`src/include/ecs_pkg.sv`:
```
package ecs_pkg;

  localparam int CLK_MHZ = 10;
  localparam int ACCUM_US = 50;
  localparam int ACCUM_CYC = ACCUM_US * CLK_MHZ;
  localparam int SUSP_US = 20;
  localparam int SUSP_CYC = SUSP_US * CLK_MHZ;

  localparam logic [17:0] UNLOCK1_ADDR = 18'h00555;
  localparam logic [17:0] UNLOCK2_ADDR = 18'h002AA;
  localparam logic [7:0]  UNLOCK1_DATA = 8'hAA;
  localparam logic [7:0]  UNLOCK2_DATA = 8'h55;
  localparam logic [7:0]  SETUP_DATA   = 8'h80;
  localparam logic [7:0]  CHIP_DATA    = 8'h10;
  localparam logic [7:0]  SECTOR_DATA  = 8'h30;
  localparam logic [7:0]  SUSPEND_DATA = 8'hB0;
  localparam logic [7:0]  RESUME_DATA  = 8'h30;

  localparam int SECTOR_LSB = 12;
  localparam int POLL_BIT   = 7;
  localparam int ALT_BIT    = 6;
  localparam int WIN_BIT    = 3;
  localparam int EALT_BIT   = 2;

  localparam logic [3:0] STROBE_LOW = 4'h3;

  typedef enum logic [1:0] {
    ECS_CMD_CHIP    = 2'b00,
    ECS_CMD_SECTOR  = 2'b01,
    ECS_CMD_SUSPEND = 2'b10,
    ECS_CMD_RESUME  = 2'b11
  } ecs_cmd_e;

  typedef struct packed {
    logic [17:0] addr;
    logic [15:0] data;
  } ecs_bus_s;

  typedef struct packed {
    logic       busy;
    logic       window_open;
    logic       suspended;
    logic       done;
    logic [7:0] status;
  } ecs_stat_s;

endpackage

```
`src/verilog/ecs_host.sv`:
```
`timescale 1ns/100ps
// Functional notes
// Whole-array erase is exactly six consecutive write cycles in order.
// Order: two unlocks, set-up, two unlocks, whole-array erase command.
// Device preprograms cells itself; host supplies no further control during erase.
// Device ignores all commands during whole-array erase, suspend included.
// Hardware reset aborts erase; host reissues full sequence afterwards.
// Device returns to array read after erase finishes.
// Progress shown on polling, alternating, erase-alternating bits and done output.
// Sector erase uses same six cycles; sixth carries sector address and code.
// Device waits a 50 us accumulation time-out after the final write strobe.
// Further sector entries accepted in any order during the time-out.
// Host spaces additional sector writes under 50 us apart.
// Other writes during time-out abort to array read; host rewrites everything.
// Device shows window-expired flag on a data line.
// Once sector erase runs, only suspend is accepted.
// Suspend only valid during sector erase or its time-out.
// Suspend during time-out ends it at once; address ignored.
// Suspend during active sector erase takes effect within 20 us.
// Suspended: reads elsewhere normal, suspended sectors return status.
// Active vs suspended told by polling bit, or both alternating bits.
// Program during suspend reports status as usual.
// Identification read allowed during suspend, then back to suspended.
// Host writes resume to continue; repeats ignored; suspend allowed again.
// Suspend is one write, any address, data B0.
// Resume is one write, any address, data 30.
// Sector chosen only by address bits 17 to 12.
// Upper data byte ignored on unlock and command writes.
// Unlocks AA@555, 55@2AA; set-up 80@555; final 10@555 or 30@sector.
// Each extra sector entry restarts the accumulation time-out.
module ecs_host
  import ecs_pkg::*;
(
  // Clock and reset
  input  wire logic        clk,
  input  wire logic        resetn,
  // User command port
  input  wire logic        cmd_valid,
  output logic             cmd_ready,
  input  wire ecs_cmd_e    cmd_op,
  input  wire logic [5:0]  cmd_sector,
  input  wire logic        abort_req,
  output ecs_stat_s        stat,
  // Flash pins
  output logic [17:0]      flash_addr,
  output logic [15:0]      flash_dq_out,
  output logic             flash_dq_oe,
  input  wire logic [15:0] flash_dq_in,
  output logic             flash_we_n,
  output logic             flash_oe_n,
  output logic             flash_ce_n,
  output logic             flash_reset_n,
  input  wire logic        operation_done_output
);

  typedef enum logic [2:0] {
    ECS_IDLE  = 3'b000,
    ECS_WRITE = 3'b001,
    ECS_READ  = 3'b010,
    ECS_RST   = 3'b011
  } ecs_state_e;

  ecs_state_e  state, next_state;
  logic [2:0]  step, next_step, last_step, next_last_step;
  ecs_cmd_e    op, next_op;
  logic [5:0]  sector, next_sector;
  logic [3:0]  tick, next_tick;
  logic [9:0]  gap, next_gap;
  logic        busy, next_busy;
  logic        window_open, next_window_open;
  logic        suspended, next_suspended;
  logic        done, next_done;
  logic [7:0]  status, next_status;
  logic [2:0]  rdy_sync;
  ecs_bus_s    cycle_bus;

  // Three-stage sampler; change taken once the last two agree
  logic rdy_level, next_rdy_level;
  always_ff @(posedge clk) begin
    if (!resetn) begin
      rdy_sync <= 3'b111;
    end else begin
      rdy_sync <= {rdy_sync[1:0], operation_done_output};
    end
  end

  always_comb begin
    next_rdy_level = rdy_level;
    if (rdy_sync[2] == rdy_sync[1]) begin
      next_rdy_level = rdy_sync[1];
    end
  end

  // Address and data of each cycle; upper byte driven zero as device ignores it
  always_comb begin
    cycle_bus = '{addr: UNLOCK1_ADDR, data: {8'h00, UNLOCK1_DATA}};
    if (op == ECS_CMD_SUSPEND) begin
      cycle_bus = '{addr: 18'h00000, data: {8'h00, SUSPEND_DATA}};
    end else if (op == ECS_CMD_RESUME) begin
      cycle_bus = '{addr: 18'h00000, data: {8'h00, RESUME_DATA}};
    end else begin
      case (step)
        3'h0: cycle_bus = '{addr: UNLOCK1_ADDR, data: {8'h00, UNLOCK1_DATA}};
        3'h1: cycle_bus = '{addr: UNLOCK2_ADDR, data: {8'h00, UNLOCK2_DATA}};
        3'h2: cycle_bus = '{addr: UNLOCK1_ADDR, data: {8'h00, SETUP_DATA}};
        3'h3: cycle_bus = '{addr: UNLOCK1_ADDR, data: {8'h00, UNLOCK1_DATA}};
        3'h4: cycle_bus = '{addr: UNLOCK2_ADDR, data: {8'h00, UNLOCK2_DATA}};
        default: begin
          if (op == ECS_CMD_CHIP) begin
            cycle_bus = '{addr: UNLOCK1_ADDR, data: {8'h00, CHIP_DATA}};
          end else begin
            cycle_bus = '{addr: {sector, 12'h000}, data: {8'h00, SECTOR_DATA}};
          end
        end
      endcase
    end
  end

  always_comb begin
    next_state       = state;
    next_step        = step;
    next_last_step   = last_step;
    next_op          = op;
    next_sector      = sector;
    next_tick        = tick;
    next_gap         = gap;
    next_busy        = busy;
    next_window_open = window_open;
    next_suspended   = suspended;
    next_done        = 1'b0;
    next_status      = status;
    if (window_open && gap != 10'h000) begin
      next_gap = gap - 10'h001;
    end
    if (window_open && gap == 10'h001) begin
      next_window_open = 1'b0;
    end
    case (state)
      ECS_IDLE: begin
        if (abort_req) begin
          next_state = ECS_RST;
          next_tick  = 4'h0;
        end else if (cmd_valid && cmd_ready) begin // Refused orders never reach the pins
          next_state  = ECS_WRITE;
          next_op     = cmd_op;
          next_sector = cmd_sector;
          next_tick   = 4'h0;
          // Extra sector entries within the window are a single cycle
          if (cmd_op == ECS_CMD_SECTOR && window_open) begin
            next_step      = 3'h5;
            next_last_step = 3'h5;
          end else if (cmd_op == ECS_CMD_CHIP || cmd_op == ECS_CMD_SECTOR) begin
            next_step      = 3'h0;
            next_last_step = 3'h5;
          end else begin
            next_step      = 3'h0;
            next_last_step = 3'h0;
          end
        end else if (busy || suspended) begin
          next_state = ECS_READ;
          next_tick  = 4'h0;
        end
      end
      ECS_WRITE: begin
        next_tick = tick + 4'h1;
        if (tick == STROBE_LOW) begin
          next_tick = 4'h0;
          if (step == last_step) begin
            next_state = ECS_IDLE;
            next_done  = 1'b1;
            case (op)
              ECS_CMD_CHIP: next_busy = 1'b1;
              ECS_CMD_SECTOR: begin
                next_busy        = 1'b1;
                next_window_open = 1'b1;
                next_gap         = 10'(ACCUM_CYC);
              end
              ECS_CMD_SUSPEND: begin
                next_window_open = 1'b0;
                next_suspended   = 1'b1;
              end
              default: next_suspended = 1'b0;
            endcase
          end else begin
            next_step = step + 3'h1;
          end
        end
      end
      ECS_READ: begin
        next_tick = tick + 4'h1;
        if (tick == STROBE_LOW) begin
          next_state  = ECS_IDLE;
          next_tick   = 4'h0;
          next_status = flash_dq_in[7:0];
          if (busy && rdy_level && flash_dq_in[POLL_BIT] && !suspended) begin
            next_busy = 1'b0;
          end
        end
      end
      ECS_RST: begin
        next_tick = tick + 4'h1;
        if (tick == STROBE_LOW) begin
          next_state       = ECS_IDLE;
          next_busy        = 1'b0;
          next_suspended   = 1'b0;
          next_window_open = 1'b0;
          next_tick        = 4'h0;
        end
      end
      default: next_state = ECS_IDLE;
    endcase
  end

  always_ff @(posedge clk) begin
    if (!resetn) begin
      state       <= ECS_IDLE;
      step        <= 3'h0;
      last_step   <= 3'h0;
      op          <= ECS_CMD_CHIP;
      sector      <= 6'h00;
      tick        <= 4'h0;
      gap         <= 10'h000;
      busy        <= 1'b0;
      window_open <= 1'b0;
      suspended   <= 1'b0;
      done        <= 1'b0;
      status      <= 8'h00;
      rdy_level   <= 1'b1;
    end else begin
      state       <= next_state;
      step        <= next_step;
      last_step   <= next_last_step;
      op          <= next_op;
      sector      <= next_sector;
      tick        <= next_tick;
      gap         <= next_gap;
      busy        <= next_busy;
      window_open <= next_window_open;
      suspended   <= next_suspended;
      done        <= next_done;
      status      <= next_status;
      rdy_level   <= next_rdy_level;
    end
  end

  // Suspend only offered during sector erase; resume only while suspended
  always_comb begin
    cmd_ready = 1'b0;
    if (state == ECS_IDLE && !abort_req) begin
      case (cmd_op)
        ECS_CMD_SUSPEND: cmd_ready = busy && !suspended && op != ECS_CMD_CHIP;
        ECS_CMD_RESUME:  cmd_ready = suspended;
        ECS_CMD_SECTOR:  cmd_ready = (!busy && !suspended) || (window_open && gap > 10'(2 * STROBE_LOW));
        default:         cmd_ready = !busy && !suspended;
      endcase
    end
  end

  assign flash_addr    = (state == ECS_WRITE) ? cycle_bus.addr : {sector, 12'h000};
  assign flash_dq_out  = cycle_bus.data;
  assign flash_dq_oe   = (state == ECS_WRITE);
  assign flash_we_n    = !(state == ECS_WRITE && tick < STROBE_LOW - 4'h1);
  assign flash_oe_n    = !(state == ECS_READ);
  assign flash_ce_n    = !(state == ECS_WRITE || state == ECS_READ);
  assign flash_reset_n = (state != ECS_RST);
  assign stat          = '{busy: busy, window_open: window_open, suspended: suspended,
                           done: done, status: status};

  a_write_strobe_len: assert property (@(posedge clk) disable iff (!resetn)
    $rose(state == ECS_WRITE) |-> !flash_we_n [*2] ##1 flash_we_n)
    else $error("write strobe length wrong");

  a_window_on_sector: assert property (@(posedge clk) disable iff (!resetn)
    (done && op == ECS_CMD_SECTOR) |-> window_open && gap == 10'(ACCUM_CYC))
    else $error("accumulation window not started");

  a_suspend_ends_win: assert property (@(posedge clk) disable iff (!resetn)
    (done && op == ECS_CMD_SUSPEND) |-> !window_open && suspended)
    else $error("suspend did not end window");

  a_reset_pulse: assert property (@(posedge clk) disable iff (!resetn)
    (state == ECS_IDLE && abort_req) |=> !flash_reset_n [*4] ##1 flash_reset_n)
    else $error("reset pulse wrong");

  a_no_cmd_chip: assert property (@(posedge clk) disable iff (!resetn)
    (busy && op == ECS_CMD_CHIP) |-> !cmd_ready)
    else $error("command offered during chip erase");

  a_resume_clears: assert property (@(posedge clk) disable iff (!resetn)
    (done && op == ECS_CMD_RESUME) |-> !suspended)
    else $error("resume left suspended");

  a_sector_addr: assert property (@(posedge clk) disable iff (!resetn)
    (state == ECS_WRITE && op == ECS_CMD_SECTOR && step == 3'h5) |-> flash_addr[11:0] == 12'h000)
    else $error("sector address low bits set");

  a_upper_zero: assert property (@(posedge clk) disable iff (!resetn)
    flash_dq_oe |-> flash_dq_out[15:8] == 8'h00)
    else $error("upper byte driven");

endmodule
```
`config.mk`:
```
export PLATFORM = sky130hd
export DESIGN_NAME = ecs_host
export DESIGN_NICKNAME = d
export VERILOG_FILES = /design/src/include/ecs_pkg.sv /design/src/verilog/ecs_host.sv
export SDC_FILE = /design/constraint.sdc
export NUM_CORES = 1
export LEC_CHECK = 0
export BUFFER_PORTS_ARGS = -buffer_cell sky130_fd_sc_hd__buf_2
export CAP_MARGIN = 25
export CORE_MARGIN = 3
export CORE_UTILIZATION = 47
export DETAILED_ROUTE_END_ITERATION = 7
export PLACE_DENSITY = 0.8
export SLEW_MARGIN = 20
export SYNTH_ARGS = -nofsm -noshare
export SYNTH_HDL_FRONTEND = slang
export SYNTH_SLANG_ARGS = --single-unit
```
`constraint.sdc`:
```
create_clock -name clk -period 3.9 [get_ports clk]
set_input_delay 0.195 -clock clk [delete_from_list [all_inputs] [get_ports clk]]
set_output_delay 0.195 -clock clk [all_outputs]
set_load 0.01 [all_outputs]
```
==> flow_metrics.env <==
export IMPL_post_cts_buffers=0
export IMPL_holdBufCountCts=0
export IMPL_dr_wl_met2_mm=2.47
export IMPL_fp_dieH_um=80.7
export IMPL_finClkSkew_ps=4.43
export IMPL_cp_required_ps=3700
export IMPL_whs_ps=64.0
export IMPL_synth_area_leaders="dfxtp_1, ha_1, buf_4"
export IMPL_critPathMaxFanout=8
export IMPL_grt_max_degree=45
export IMPL_wl_per_cell_um=12.9
export IMPL_cpLargestDelayFamily="compound AO/OA/AOI/OAI gates"
export IMPL_vias=2276
export IMPL_cts_resized=0
export IMPL_drcViolationCount=0
export IMPL_drv_cap=0
export IMPL_start_kind="flip-flop"
export IMPL_fin_crit_ps=2710
export IMPL_start_util_pct=50.0
export IMPL_hp_class="in2reg"
export IMPL_overflow=0
export IMPL_io_buffers=63
export IMPL_worstSetupPathDepth=7
export IMPL_htree_levels=2
export IMPL_dr_wl_met3_um=459
export IMPL_powerDensity_nw_per_um2=440
export IMPL_cts_sinks=44
export IMPL_crit_path_end_kind="output port"
export IMPL_maxSlewHeadroom_pct=43.0
export IMPL_first_pass_iters=6
export IMPL_post_dp_hpwl_mm=4.17
export IMPL_track_usage_pct=18.1
export IMPL_pin_count=81
export IMPL_postLayoutCellArea_um2=2950
export IMPL_first_iter_violations=102
export IMPL_synthXorXnorAreaFrac_pct=2.34
export IMPL_clock_latency_ps=300
export IMPL_yosysSeqAreaShare_pct=33.6
export IMPL_dieArea_um2=6510
export IMPL_num_antenna_cells=0
export IMPL_ys_types=52
export IMPL_core_area_um2=5240
export IMPL_grt_pass1_vias=2128
export IMPL_worstSetupPathType="reg2out"
export IMPL_p_leak_nw=1.27
export IMPL_synth_simple_area_share_pct=23.5
export IMPL_rr_worst_depth=8
export IMPL_clock_fmax_ghz=0.369
export IMPL_avgViaCountPerCell=5.27
export IMPL_yosys_area_top_type="dfxtp_1"
export IMPL_cts_tree="built"
export IMPL_synth_cells=314
export IMPL_final_nets=407
export IMPL_status="completed"
export IMPL_hold_viol_final=0
export IMPL_slowest_delay_ps=710
export IMPL_synth_compound_area_share_pct=17.3
export IMPL_wirelength_mm=5.57
export IMPL_synthMuxAreaShare_pct=4.63
export IMPL_synth_top_area_share_pct=33.6
export IMPL_synthAdderAreaFrac_pct=8.11
export IMPL_setup_violations=0
export IMPL_placed_cells=424
export IMPL_top_layer="met4"
export IMPL_final_cells=432
export IMPL_die_x_um=80.7
export IMPL_num_rows=26
export IMPL_holdPathStages=2
export IMPL_setup_ws_ps=1190
export IMPL_worst_slew_pin_slew_ps=844
export IMPL_gp_congestion=0.835
export IMPL_grt_pass1_wl_mm=9.22
export IMPL_root_buffer="clkbuf_8"
export IMPL_syn_area_per_cell_um2=8.35
export IMPL_layout_drive_gt1_share_pct=21.8
export IMPL_final_setup_tns_ps=0
export IMPL_rsz0062_at_grt="no"
export IMPL_ys_warn_count=0
export IMPL_path_cells="inv_1, ha_1, nor2_1, o22ai_1, o41ai_1, and2_1, buf_2"
export IMPL_area_growth_pct=12.6
export IMPL_cts_buffers=5
export IMPL_placed_cell_area_um2=2840
export IMPL_ys_ff_latch=44
export IMPL_cts_path_max_buffers=2
export IMPL_clkTransAtPathRegs_ps=80
export IMPL_syn_cell_area_um2=2620
export IMPL_path_buf_inv=2
export IMPL_mostFrequentLayoutCell="buf_2"
export IMPL_cp_slowest_cell="o41ai_1"
export IMPL_synth_top_family_by_area="simple AND/OR/NAND/NOR gates"
export IMPL_dp_slack_ps=1260
export IMPL_fin_crit_sh_pct=69.5
export IMPL_synth_edf_count=0
export IMPL_rrSetupSlack_ps=1230
export IMPL_cp_arrival_ps=2510
export IMPL_met1_length_mm=2.54
export IMPL_antenna_found_initial=0
export IMPL_antenna_left=0
export IMPL_synth_async_reset_ratio_pct=0
export IMPL_finalMaxSlewViolations=0
export IMPL_peakVddDrop_mv=0.265
export IMPL_synth_ff_type="dfxtp_1"
export IMPL_mostFrequentLayoutCells="buf_2, dfxtp_1, nand2_1, nor2_1, a21boi_0"
## layout make-up
| class | instances | area, um2 |
|---|---|---|
| Fill cell | 481 | 2290 |
| Multi-Input combinational cell | 231 | 1500 |
| Sequential cell | 44 | 881 |
| Timing Repair Buffer | 63 | 315 |
| Tap cell | 70 | 87.6 |
| Clock buffer | 6 | 72.6 |
| Inverter | 16 | 60.1 |
| Clock inverter | 2 | 35.0 |
## sequential cells by signal (all words and copies together) (netlist names), 2 cells and up
register,count
gap,10
status,8
sector,6
tick,4
rdy_sync,3
step,3
op,2
state,2
## stage by stage
| step | util [%] | power (mW) |
|---|---|---|
| 2_1_floorplan | - | 0.862 |
| 3_3_place_gp | 54.3 | 0.949 |
| 3_5_place_dp | 54.3 | 0.960 |
| 4_1_cts | 56.4 | 1.31 |
| 5_1_grt | 56.4 | 1.39 |
| 6_report | 56.4 | 1.30 |
## kinds of logic after synthesis
logic type               count (synthesis)
adder cells (fa/ha/maj)                 17
buffers and inverters                   47
multiplexers                            12
XOR/XNOR                                 7
other                                    1
AND/OR/NAND/NOR                        120
flip-flops                              44
AO/OA/AOI/OAI                           66
## synth_stat cells (all sizes together) (2+ instances only)
master / count
dfxtp: 44
nand2: 32
nor2: 26
buf: 25
a21boi: 21
ha: 17
inv: 16
a21oi: 15
nor2b: 13
mux2i: 11
nand3: 10
o21ai: 10
and2: 9
nor3: 7
clkbuf: 6
nand2b: 4
xor2: 4
a211oi: 3
and3: 3
nor4: 3
o21bai: 3
or3: 3
xnor2: 3
a31oi: 2
nand4b: 2
nor3b: 2
o31ai: 2
or4b: 2
## worst paths after layout
kind / start / endpoint
max: step[0] / flash_addr[13]
min: operation_done_output / rdy_sync[0]
max reg2reg: op[1] / last_step[0]
min reg2reg: rdy_sync[0] / rdy_sync[1]
## where the power goes
| group | switching [mW] | leakage (nW) | internal (mW) |
|---|---|---|---|
| Combinational | 0.267 | 0.857 | 0.176 |
| Sequential | 0.0300 | 0.356 | 0.478 |
| Clock | 0.157 | 0.0552 | 0.190 |
## routing by layer
metal / track usage, % / up-vias
met5: 0 / -
met4: 8.61 / 0
met1: 21.7 / 1042
li1: - / 1135
met2: 29.6 / 90
met3: 4.93 / 9
(Power assumes the default switching activity.)
